--- src/rtl/sti_pkg.sv ---
package sti_pkg;
    // Timing.
    localparam int CLK_PERIOD_NS = 100;
    localparam int SPIKE_NS = 50;
    localparam int SPIKE_CYCLES_RAW = (SPIKE_NS + CLK_PERIOD_NS - 1) / CLK_PERIOD_NS;
    localparam int SPIKE_CYCLES = (SPIKE_CYCLES_RAW < 1) ? 1 : SPIKE_CYCLES_RAW;
    localparam int SCL_MAX_KHZ = 1000;

    // Bus address of this target.
    localparam logic [6:0] TARGET_ADDR = 7'h30;

    // Register indexes.
    localparam logic [3:0] REG_CH_MODE = 4'h0;
    localparam logic [3:0] REG_INT_CFG = 4'h1;
    localparam logic [3:0] REG_SEQ_TOUT = 4'h2;
    localparam logic [3:0] REG_TEST_CFG = 4'h3;
    localparam logic [3:0] REG_DEBOUNCE = 4'h4;
    localparam logic [3:0] REG_UV_TH0 = 4'h5;
    localparam logic [3:0] REG_OV_TH0 = 4'h8;
    localparam logic [3:0] REG_STATUS = 4'hb;
    localparam int NUM_RW_REGS = 11;
    localparam int NUM_CH = 3;

    // Field positions.
    localparam int INT_OV_EN_BIT = 0;
    localparam int INT_UV_EN_BIT = 1;
    localparam int INT_TO_IRQ_BIT = 2;
    localparam int INT_TO_RST_BIT = 3;
    localparam int TEST_POR_BIT = 0;

    // Channel modes, two bits per channel.
    localparam logic [1:0] MODE_OFF = 2'h0;
    localparam logic [1:0] MODE_OV_ONLY = 2'h1;
    localparam logic [1:0] MODE_UV_ONLY = 2'h2;
    localparam logic [1:0] MODE_WINDOW = 2'h3;

    // Reset values.
    localparam logic [7:0] RST_CH_MODE = 8'h3f;
    localparam logic [7:0] RST_INT_CFG = 8'h0f;
    localparam logic [7:0] RST_SEQ_TOUT = 8'h01; // Code for 1 ms.
    localparam logic [7:0] RST_TEST_CFG = 8'h01;
    localparam logic [7:0] RST_DEBOUNCE = 8'h0a; // Code for 102.4 us.
    localparam logic [7:0] FACTORY_UV_TH = 8'h40;
    localparam logic [7:0] FACTORY_OV_TH = 8'hc0;
endpackage

--- src/rtl/sti_target.sv ---
`timescale 1ns/1ns
`default_nettype none

module sti_glitch_filter (
    input wire logic clk, // System clock.
    input wire logic rst_n, // Asynchronous reset, active low.
    input wire logic raw, // Line from the pin.
    output logic filt // Synchronised, spike-free level.
);
    logic meta_q;
    logic sync_q;
    logic [3:0] cnt_q;

    // The line idles high through its pull-up, so reset to high.
    always_ff @(posedge clk or negedge rst_n) begin
        if (!rst_n) begin
            meta_q <= 1'b1;
            sync_q <= 1'b1;
        end else begin
            meta_q <= raw;
            sync_q <= meta_q;
        end
    end

    // A new level must outlast the spike width before it is accepted.
    always_ff @(posedge clk or negedge rst_n) begin
        if (!rst_n) begin
            filt <= 1'b1;
            cnt_q <= 4'h0;
        end else if (sync_q == filt) begin
            cnt_q <= 4'h0;
        end else if (cnt_q == 4'(sti_pkg::SPIKE_CYCLES)) begin
            filt <= sync_q;
            cnt_q <= 4'h0;
        end else begin
            cnt_q <= cnt_q + 4'h1;
        end
    end
endmodule // sti_glitch_filter

// Behaviour
// - Act as bus target up to 1 MHz serial clock, all three speed classes.
// - Each byte takes nine clocks: eight data bits, then acknowledge.
// - Drive data on reads and acknowledge on writes, release otherwise.
// - Ignore spikes of 50 ns or less on clock and data.
// - Pull interrupt and/or reset outputs low when a rail leaves its window.
// - Reset defaults: OV/UV interrupts on, 1 ms timeout, self-test, 102.4 us.
// - Three channels, each off, OV only, UV only or window.
// - Thresholds start at factory values, host may overwrite them.
module sti_target (
    input wire logic CLOCK, // 10 MHz system clock.
    input wire logic RESET_N, // Asynchronous reset, active low.
    input wire logic SCL_IN, // Serial clock level from the host.
    input wire logic SDA_IN, // Serial data line level.
    output logic SDA_OUT, // Data line drive value, always low.
    output logic SDA_OE_N, // Low while pulling the data line low.
    input wire logic [2:0] OV_DETECT, // Per-channel overvoltage comparator.
    input wire logic [2:0] UV_DETECT, // Per-channel undervoltage comparator.
    output logic FAULT_INTERRUPT_OUT_N, // Fault interrupt, active low.
    output logic FAULT_RESET_OUT_N, // Fault reset, active low.
    output logic [5:0] CH_MODE, // Two mode bits per channel.
    output logic OV_INT_EN, // Overvoltage interrupt enable.
    output logic UV_INT_EN, // Undervoltage interrupt enable.
    output logic [7:0] SEQ_TIMEOUT_CODE, // Sequence timeout setting.
    output logic POWER_ON_SELF_TEST, // Self-test at power-on enable.
    output logic [7:0] DEBOUNCE_CODE, // OV/UV debounce setting.
    output logic [23:0] UV_THRESHOLDS, // Channel 2..0 UV thresholds.
    output logic [23:0] OV_THRESHOLDS // Channel 2..0 OV thresholds.
);
    typedef enum logic [2:0] {
        ST_IDLE, ST_ADDR, ST_ADDR_ACK, ST_WR, ST_WR_ACK, ST_RD, ST_RD_ACK
    } sti_state_t;

    logic scl_f;
    logic sda_f;
    logic scl_prev_q;
    logic sda_prev_q;
    logic scl_rise;
    logic scl_fall;
    logic start_det;
    logic stop_det;
    sti_state_t state_q;
    logic [3:0] bit_cnt_q;
    logic [7:0] shift_q;
    logic read_q;
    logic first_q;
    logic [3:0] ptr_q;
    logic drive_q;
    logic [7:0] regs_q [0:sti_pkg::NUM_RW_REGS-1];
    logic [5:0] det_meta_q;
    logic [5:0] det_sync_q;
    logic [2:0] ch_fault;
    logic irq_n_q;
    logic rst_n_q;
    logic [7:0] rd_byte;

    sti_glitch_filter u_scl_filt (
        .clk(CLOCK),
        .rst_n(RESET_N),
        .raw(SCL_IN),
        .filt(scl_f)
    );
    sti_glitch_filter u_sda_filt (
        .clk(CLOCK),
        .rst_n(RESET_N),
        .raw(SDA_IN),
        .filt(sda_f)
    );

    always_ff @(posedge CLOCK or negedge RESET_N) begin
        if (!RESET_N) begin
            scl_prev_q <= 1'b1;
            sda_prev_q <= 1'b1;
        end else begin
            scl_prev_q <= scl_f;
            sda_prev_q <= sda_f;
        end
    end

    // The clock is only observed; ten samples per period at 1 MHz.
    assign scl_rise = scl_f && !scl_prev_q;
    assign scl_fall = !scl_f && scl_prev_q;
    assign start_det = scl_f && scl_prev_q && sda_prev_q && !sda_f;
    assign stop_det = scl_f && scl_prev_q && !sda_prev_q && sda_f;

    always_comb begin
        rd_byte = 8'h00;
        if (ptr_q == sti_pkg::REG_STATUS) begin
            rd_byte = {2'h0, det_sync_q};
        end else if (ptr_q < 4'(sti_pkg::NUM_RW_REGS)) begin
            rd_byte = regs_q[ptr_q];
        end
    end

    // Protocol engine; bits are sampled on rising clock, driven on falling.
    always_ff @(posedge CLOCK or negedge RESET_N) begin
        if (!RESET_N) begin
            state_q <= ST_IDLE;
            bit_cnt_q <= 4'h0;
            shift_q <= 8'h00;
            read_q <= 1'b0;
            first_q <= 1'b0;
            drive_q <= 1'b0;
        end else if (start_det) begin
            state_q <= ST_ADDR;
            bit_cnt_q <= 4'h0;
            drive_q <= 1'b0;
        end else if (stop_det) begin
            state_q <= ST_IDLE;
            drive_q <= 1'b0;
        end else begin
            case (state_q)
                ST_ADDR, ST_WR: begin
                    if (scl_rise) begin
                        shift_q <= {shift_q[6:0], sda_f};
                        bit_cnt_q <= bit_cnt_q + 4'h1;
                    end else if (scl_fall && bit_cnt_q == 4'h8) begin
                        if (state_q == ST_WR) begin
                            drive_q <= 1'b1;
                            state_q <= ST_WR_ACK;
                        end else if (shift_q[7:1] == sti_pkg::TARGET_ADDR) begin
                            drive_q <= 1'b1;
                            read_q <= shift_q[0];
                            first_q <= 1'b1;
                            state_q <= ST_ADDR_ACK;
                        end else begin
                            state_q <= ST_IDLE;
                        end
                    end
                end
                ST_ADDR_ACK, ST_WR_ACK: begin
                    if (scl_fall) begin
                        bit_cnt_q <= 4'h0;
                        if (state_q == ST_WR_ACK) begin
                            first_q <= 1'b0;
                        end
                        if (state_q == ST_ADDR_ACK && read_q) begin
                            shift_q <= rd_byte;
                            drive_q <= !rd_byte[7];
                            state_q <= ST_RD;
                        end else begin
                            drive_q <= 1'b0;
                            state_q <= ST_WR;
                        end
                    end
                end
                ST_RD: begin
                    if (scl_rise) begin
                        bit_cnt_q <= bit_cnt_q + 4'h1;
                    end else if (scl_fall) begin
                        if (bit_cnt_q == 4'h8) begin
                            drive_q <= 1'b0;
                            state_q <= ST_RD_ACK;
                        end else begin
                            shift_q <= {shift_q[6:0], 1'b0};
                            drive_q <= !shift_q[6];
                        end
                    end
                end
                ST_RD_ACK: begin
                    if (scl_rise) begin
                        // A not-acknowledge ends the read; wait for stop.
                        if (sda_f) begin
                            state_q <= ST_IDLE;
                        end
                    end else if (scl_fall) begin
                        bit_cnt_q <= 4'h0;
                        shift_q <= rd_byte;
                        drive_q <= !rd_byte[7];
                        state_q <= ST_RD;
                    end
                end
                default: begin
                    state_q <= ST_IDLE;
                    drive_q <= 1'b0;
                end
            endcase
        end
    end
    // Pointer: first written byte loads it, each later written or acknowledged read byte advances it.
    always_ff @(posedge CLOCK or negedge RESET_N) begin
        if (!RESET_N) begin
            ptr_q <= 4'h0;
        end else if (state_q == ST_WR && scl_fall && bit_cnt_q == 4'h8) begin
            ptr_q <= first_q ? shift_q[3:0] : ptr_q + 4'h1;
        end else if (state_q == ST_RD_ACK && scl_rise && !sda_f) begin
            ptr_q <= ptr_q + 4'h1;
        end
    end
    // Writes past the writable range, including status, are dropped.
    always_ff @(posedge CLOCK or negedge RESET_N) begin
        if (!RESET_N) begin
            regs_q[sti_pkg::REG_CH_MODE] <= sti_pkg::RST_CH_MODE;
            regs_q[sti_pkg::REG_INT_CFG] <= sti_pkg::RST_INT_CFG;
            regs_q[sti_pkg::REG_SEQ_TOUT] <= sti_pkg::RST_SEQ_TOUT;
            regs_q[sti_pkg::REG_TEST_CFG] <= sti_pkg::RST_TEST_CFG;
            regs_q[sti_pkg::REG_DEBOUNCE] <= sti_pkg::RST_DEBOUNCE;
            for (int i = 0; i < sti_pkg::NUM_CH; i++) begin
                regs_q[32'(sti_pkg::REG_UV_TH0) + i] <= sti_pkg::FACTORY_UV_TH;
                regs_q[32'(sti_pkg::REG_OV_TH0) + i] <= sti_pkg::FACTORY_OV_TH;
            end
        end else if (state_q == ST_WR && scl_fall && bit_cnt_q == 4'h8 &&
                     !first_q && ptr_q < 4'(sti_pkg::NUM_RW_REGS)) begin
            regs_q[ptr_q] <= shift_q;
        end
    end

    // Comparator flags come from the analog side, so they are synchronised.
    always_ff @(posedge CLOCK or negedge RESET_N) begin
        if (!RESET_N) begin
            det_meta_q <= 6'h00;
            det_sync_q <= 6'h00;
        end else begin
            det_meta_q <= {UV_DETECT, OV_DETECT};
            det_sync_q <= det_meta_q;
        end
    end
    generate
        for (genvar c = 0; c < sti_pkg::NUM_CH; c++) begin : g_ch
            assign ch_fault[c] =
                (det_sync_q[c] && regs_q[sti_pkg::REG_CH_MODE][2*c] &&
                 OV_INT_EN) ||
                (det_sync_q[sti_pkg::NUM_CH+c] &&
                 regs_q[sti_pkg::REG_CH_MODE][2*c+1] && UV_INT_EN);
        end
    endgenerate
    always_ff @(posedge CLOCK or negedge RESET_N) begin
        if (!RESET_N) begin
            irq_n_q <= 1'b1;
            rst_n_q <= 1'b1;
        end else begin
            irq_n_q <= !(|ch_fault &&
                regs_q[sti_pkg::REG_INT_CFG][sti_pkg::INT_TO_IRQ_BIT]);
            rst_n_q <= !(|ch_fault &&
                regs_q[sti_pkg::REG_INT_CFG][sti_pkg::INT_TO_RST_BIT]);
        end
    end

    assign SDA_OUT = 1'b0;
    assign SDA_OE_N = !drive_q;
    assign FAULT_INTERRUPT_OUT_N = irq_n_q;
    assign FAULT_RESET_OUT_N = rst_n_q;
    assign CH_MODE = regs_q[sti_pkg::REG_CH_MODE][5:0];
    assign OV_INT_EN = regs_q[sti_pkg::REG_INT_CFG][sti_pkg::INT_OV_EN_BIT];
    assign UV_INT_EN = regs_q[sti_pkg::REG_INT_CFG][sti_pkg::INT_UV_EN_BIT];
    assign SEQ_TIMEOUT_CODE = regs_q[sti_pkg::REG_SEQ_TOUT];
    assign POWER_ON_SELF_TEST =
        regs_q[sti_pkg::REG_TEST_CFG][sti_pkg::TEST_POR_BIT];
    assign DEBOUNCE_CODE = regs_q[sti_pkg::REG_DEBOUNCE];
    assign UV_THRESHOLDS = {regs_q[7], regs_q[6], regs_q[5]};
    assign OV_THRESHOLDS = {regs_q[10], regs_q[9], regs_q[8]};
endmodule // sti_target

`default_nettype wire

--- config.mk ---
export PLATFORM = sky130hd
export DESIGN_NAME = sti_target
export DESIGN_NICKNAME = d
export VERILOG_FILES = /design/src/rtl/sti_pkg.sv /design/src/rtl/sti_target.sv
export SDC_FILE = /design/constraint.sdc
export NUM_CORES = 1
export LEC_CHECK = 0
export BUFFER_PORTS_ARGS = -buffer_cell sky130_fd_sc_hd__buf_4
export CAP_MARGIN = 20
export CORE_UTILIZATION = 30
export CTS_CLUSTER_DIAMETER = 50
export CTS_CLUSTER_SIZE = 12
export DETAILED_ROUTE_END_ITERATION = 6
export PLACE_DENSITY = 0.56
export SLEW_MARGIN = 25
export SYNTH_ARGS = -nofsm -noshare
export SYNTH_HDL_FRONTEND = slang
export SYNTH_HIERARCHICAL = 1
export SYNTH_SLANG_ARGS = --single-unit
export TNS_END_PERCENT = 50
--- constraint.sdc ---
create_clock -name CLOCK -period 3.7 [get_ports CLOCK]
set_input_delay 0.37 -clock CLOCK [delete_from_list [all_inputs] [get_ports CLOCK]]
set_output_delay 0.37 -clock CLOCK [all_outputs]
set_load 0.03 [all_outputs]
Word level (Yosys, flattened, before mapping). Cells that the tools add are included.

Add/sub/neg operators: 4. Magnitude comparators: 3. Equal/unequal tests: 40. Muxes and demuxes: 65. Bitwise operators: 7. Reduce and logical (&&, ||, !) cells: 59.

Operators by type and width (count): $mux W8 (13); $bwmux W88 (1); $mux W4 (12); $mux W3 (13); $bmux W8 S4 (1); $demux W8 S4 (1); $ne A4 B4 Y1 const B (8); $pmux W8 S4 (1); $logic_and A1 B1 Y1 (30); $ne A2 B2 Y1 const B (14); $mux W1 (18); $add A4 B1 Y4 const B (4); $reduce_and A8 Y1 (2); $pmux W3 S4 (1); $pmux W4 S3 (1); $reduce_and A11 Y1 (1); $logic_not A1 Y1 (10); $ne A5 B5 Y1 const B (2); $eq A3 B3 Y1 const B (3); $reduce_and A9 Y1 (1); $eq A4 B1 Y1 const B (2); $eq A4 B4 Y1 const B (2); $reduce_bool A4 Y1 (2); $eq A7 B6 Y1 const B (1); 21 further kinds (34).

Register bits: 140. Output and inout bits: 77. Word-level logic and storage cells: 210.

Longest topological paths before layout.
Depth in word-level cells: 12. Depth in mapped cells: 9. Gate-level depth less buffers: 7.

By module. Netlist, hierarchy kept.

Modules (own cells, without submodules): sti_target (times used 1, cells each 566, area each 6861.6 um2, seq. area each 3186.8 um2); sti_glitch_filter (times used 2, cells each 22, area each 286.5 um2, seq. area each 178.9 um2).

Worst setup path after synthesis. No wires, ideal clock.

Path type: register to register. From: reg scl_prev_q. To: reg regs_q[57] in the netlist's numbering. Library setup time: 125 ps. Data arrival time: 2039 ps. Required time: 3575 ps. Slack: 1536 ps. Cell stages (with the launch flop): 9. Buffers on the path: 2. Path through: dfstp_2 ha_1 buf_4 and4b_2 nand2_4 nor4_4 and3_1 buf_4 mux2_2.

Word-level cells in the longest chain between the ends: 5.

RTL lines: from (decl) (RTL line sti_target.sv:76) `logic scl_prev_q;`; from (signal assigned) (RTL line sti_target.sv:115) `scl_prev_q <= scl_f;`; $logic_and A1 B1 Y1 (RTL line sti_target.sv:122) `assign scl_fall = !scl_f && scl_prev_q;`; $logic_and A1 B1 Y1 (3 in a row) (RTL line sti_target.sv:242) `end else if (state_q == ST_WR && scl_fall && bit_cnt_q == 4'h8 &&`; $logic_and A1 B1 Y1 (RTL line sti_target.sv:243) `!first_q && ptr_q < 4'(sti_pkg::NUM_RW_REGS)) begin`; to (signal, indexed assignment) (RTL line sti_target.sv:239) `regs_q[32'(sti_pkg::REG_UV_TH0) + i] <= sti_pkg::FACTORY_UV_TH;`; to (signal, indexed assignment) (RTL line sti_target.sv:240) `regs_q[32'(sti_pkg::REG_OV_TH0) + i] <= sti_pkg::FACTORY_OV_TH;`; to (signal, indexed assignment) (RTL line sti_target.sv:244) `regs_q[ptr_q] <= shift_q;`; to (decl) (RTL line sti_target.sv:89) `logic [7:0] regs_q [0:sti_pkg::NUM_RW_REGS-1];`.

Every way passes these cells. A chain may end at the register's enable or synchronous reset.

Worst setup path after layout.
From: reg scl_prev_q. To: reg regs_q[62] in the netlist's numbering.

The elaborated chain is that of the path after synthesis.

==> reports/qor.json <==
{
  "outcome": "completed",
  "clk_path_buf_depth": 2,
  "die-area_mm2": 0.02542,
  "number_of_antenna_violations_at_the_first_check_in_global_routing": 0,
  "clock_tree_from_tritoncts": "done",
  "overall_routed_net_length_um": 18550,
  "track_usage": 0.1527,
  "postCtsHoldBufs": 0,
  "finish.cell_count_without_fillers": 957,
  "cp-start-kind": "flip-flop",
  "grt.overflow.total": 0,
  "cts.clk_slew.worst_paths_ns": 0.06,
  "worstPathRequired_ns": 4.01,
  "clk_root_buffer_cell": "clkbuf_16",
  "vias_per_cell": 4.957,
  "drtIter0Drc": 325,
  "ys.warnings.count": 6,
  "highest_achievable_clock_rate_mhz": 394.9,
  "final_net_count": 643,
  "cap_viol_max_count": 0,
  "routed-via-count": 4744,
  "cp_data_arrival_time_ns": 2.84,
  "tns_ns": 0,
  "globalplace.congestion": 0.8353,
  "postSynthCellCount": 610,
  "fin_skew_ns": 0.009251,
  "route.antenna.remaining_nets": 0,
  "power.density_mw_per_mm2": 502.1,
  "n_fill_cell": 2423,
  "finalSetupViolations": 0,
  "start_util": 0.3057,
  "synth.net_count": 633,
  "die_span_in_x_um": 159.4,
  "maxSlewHeadroom": 0.3801,
  "layout_setup_ws_ns": 1.168,
  "placementRows": 57,
  "minimum_setup_slack_after_placement_ns": 1.158,
  "grt_start_max_net_pins": 96,
  "drt_pre_antenna_iters": 5,
  "place.port_buffers": 85,
  "synth_seq_area_share": 0.4768,
  "synth_top_flop_cell": "dfrtp_1",
  "cts_inserted_buffers": 17,
  "syn-cell-area_mm2": 0.007435,
  "timing.critical_path.fanout_max": 9,
  "htreeDepth": 4,
  "period_minus_slack_ns": 2.532,
  "drc": 0,
  "syn_area_per_cell_um2": 12.19,
  "grt_first_pass_wirelength_um": 29460,
  "clock_latency_on_the_worst_skew_pair_ns": 0.43,
  "proportion_of_register_bits_with_asynchronous_set_or_reset_after_synthesis": 1.000,
  "core_area_mm2": 0.02432,
  "synth_cell_types": 69,
  "clock_sink_count": 140,
  "synthToLayoutAreaGrowth_pct": 12.94,
  "grt_setup_unrepaired": "no",
  "ys_ff_latch": 140,
  "place_hpwl_um": 12720,
  "ir_worst_vdd_mv": 0.2321,
  "pin_count": 87,
  "critical_path_class": "reg2reg",
  "finalHoldWorstSlack_ns": 0.03605,
  "synth_enable_flop_cells": 0,
  "final.period_utilization": 0.6844,
  "via_count_of_the_first_global_routing_pass": 4688,
  "hold_violations": 0,
  "insertedDiodeCount": 0,
  "worst_pin_slew_ns": 0.9298,
  "wire_per_inst_um": 19.38,
  "fraction_of_final_layout_cells_with_drive_strength_greater_than_1": 0.4566,
  "crit_path_end_kind": "flip-flop",
  "ctsResizeCount": 0,
  "power.leakage_nw": 3.827,
  "die_height_um": 159.4,
  "cts.repair_timing.setup_buffer_count": 0,
  "dp_cells": 925,
  "worst_hold_path_type": "in2async",
  "final_max_slew_viol_count": 0
}
[power by group]
part / total, W / internal (W) / switching [W] / leakage (nW)
logic: 0.000596 / 0.000265 / 0.000331 / 1.76
clock network: 0.00166 / 0.00102 / 0.000642 / 0.282
registers: 0.00196 / 0.00166 / 0.000297 / 1.78
[worst paths after layout]
check                                        startpoint                       endpoint  slack [ns]  cells past startpoint
worst max-delay path               scl_prev_q$_DFF_PN1_         regs_q[62]$_DFFE_PN0P_        1.17                      6
worst min-delay path                            RESET_N  OV_THRESHOLDS[17]$_DFFE_PN0P_        0.04                      1
worst max register to register     scl_prev_q$_DFF_PN1_         regs_q[62]$_DFFE_PN0P_        1.17                      6
worst min register to register  det_meta_q[3]$_DFF_PN0_        det_sync_q[3]$_DFF_PN0_        0.35                      0
max in group asynchronous                       RESET_N   DEBOUNCE_CODE[3]$_DFFE_PN1P_        2.85                      2
min in group CLOCK                               SCL_IN    u_scl_filt/meta_q$_DFF_PN1_        0.05                      1
[layout by cell type (no fill, tap or decap), types with 6 or more instances in the layout]
cell type | Yosys | routed
a31oi_1 | 8 | 8
nand3_2 | 6 | 6
o21ai_0 | 13 | 13
mux2i_1 | 7 | 7
inv_1 | 13 | 13
mux4_2 | 14 | 14
mux2_2 | 98 | 98
a21oi_1 | 12 | 12
buf_4 | 77 | 89
dfstp_2 | 33 | 33
nor3_1 | 7 | 7
clkbuf_16 | 0 | 17
dfrtp_1 | 107 | 106
a22oi_1 | 6 | 6
nand3_1 | 8 | 8
nor2b_1 | 8 | 8
ha_1 | 13 | 13
nand2_1 | 24 | 24
nor2_1 | 37 | 37
[final cells by class]
type                    instances  area [µm²]  share of cell area
flip-flops and latches        140        3546              0.4223
multi-input cells             355        3124              0.3721
repair buffers                 91       699.4             0.08330
clock buffers                  24       471.7             0.05618
well taps                     324       405.4             0.04828
clock inverters                 8       93.84             0.01118
inverters                      15       56.30            0.006705
[sequential cells by signal, indices dropped and copies added, names as in the netlist, 3 cells and up]
register          flops
det_sync_q            6
state_q               3
CH_MODE               6
shift_q               8
u_sda_filt/cnt_q      4
ptr_q                 4
det_meta_q            6
regs_q               15
UV_THRESHOLDS        24
OV_THRESHOLDS        24
SEQ_TIMEOUT_CODE      8
u_scl_filt/cnt_q      4
DEBOUNCE_CODE         8
bit_cnt_q             4
[synth_stat cells, drive strengths merged, types with 2 or more instances]
| library cell | n | area share |
|---|---|---|
| nand3b | 2 | 0.0020 |
| and2 | 3 | 0.0025 |
| and3 | 5 | 0.0042 |
| nor2b | 8 | 0.0067 |
| a21o | 2 | 0.0020 |
| o21ai | 14 | 0.0094 |
| ha | 13 | 0.022 |
| dfstp | 33 | 0.12 |
| o31a | 4 | 0.0047 |
| nand2 | 25 | 0.014 |
| o21bai | 3 | 0.0035 |
| a21oi | 12 | 0.0081 |
| a211oi | 2 | 0.0020 |
| xnor2 | 5 | 0.0059 |
| inv | 14 | 0.0071 |
| a222oi | 3 | 0.0040 |
| o31ai | 4 | 0.0040 |
| a31oi | 8 | 0.0067 |
| nand2b | 5 | 0.0042 |
| nor2 | 39 | 0.020 |
| a22oi | 6 | 0.0061 |
| dfrtp | 107 | 0.36 |
| nor3 | 9 | 0.0091 |
| clkbuf | 11 | 0.0056 |
| o2bb2ai | 2 | 0.0024 |
| mux2 | 103 | 0.16 |
| o21a | 3 | 0.0030 |
| or3 | 2 | 0.0017 |
| buf | 89 | 0.090 |
| nor4b | 2 | 0.0024 |
| mux4 | 14 | 0.042 |
| nand3 | 17 | 0.021 |
| o22ai | 4 | 0.0034 |
| mux2i | 7 | 0.0094 |
| xor2 | 3 | 0.0035 |
| a221oi | 6 | 0.0079 |
| nor4 | 4 | 0.0054 |
[stage by stage]
stage | area [µm²] | power [W] | util
3_5_place_dp | 7831 | 0.002576 | 0.3220
6_report | 8397 | 0.004216 | 0.3453
4_1_cts | 8397 | 0.004257 | 0.3453
3_3_place_gp | 7831 | 0.002573 | 0.3220
2_1_floorplan | 7435 | 0.002329 | -
5_1_grt | 8397 | 0.004442 | 0.3453
[cell families after synthesis]
family,after synthesis,synth area share
compound gates,80,0.07607
xor+xnor,8,0.009425
fa+ha+maj,13,0.02188
buf+inv,115,0.1030
flops,140,0.4768
mux,124,0.2099
other cells,1,0.0005044
simple gates,129,0.1025
[per-layer routing]
| layer | GRT usage | up-vias | part of all wire |
|---|---|---|---|
| met1 | 0.2161 | 2431 | 0.48 |
| met5 | 0 | - | 0 |
| met4 | 0.05332 | 0 | 0.014 |
| met3 | 0.03464 | 18 | 0.053 |
| met2 | 0.2283 | 148 | 0.46 |
| li1 | - | 2147 | - |
[worst max-delay path, stage by stage, from the launching register on]
cell     delay [ns]
dfstp_2        0.54
ha_1           0.30
and4b_2        0.33
nand2_4        0.10
nor4_4         0.26
and3_1         0.49
mux2_2         0.39
No activity file was read; power rests on OpenSTA's default activity.
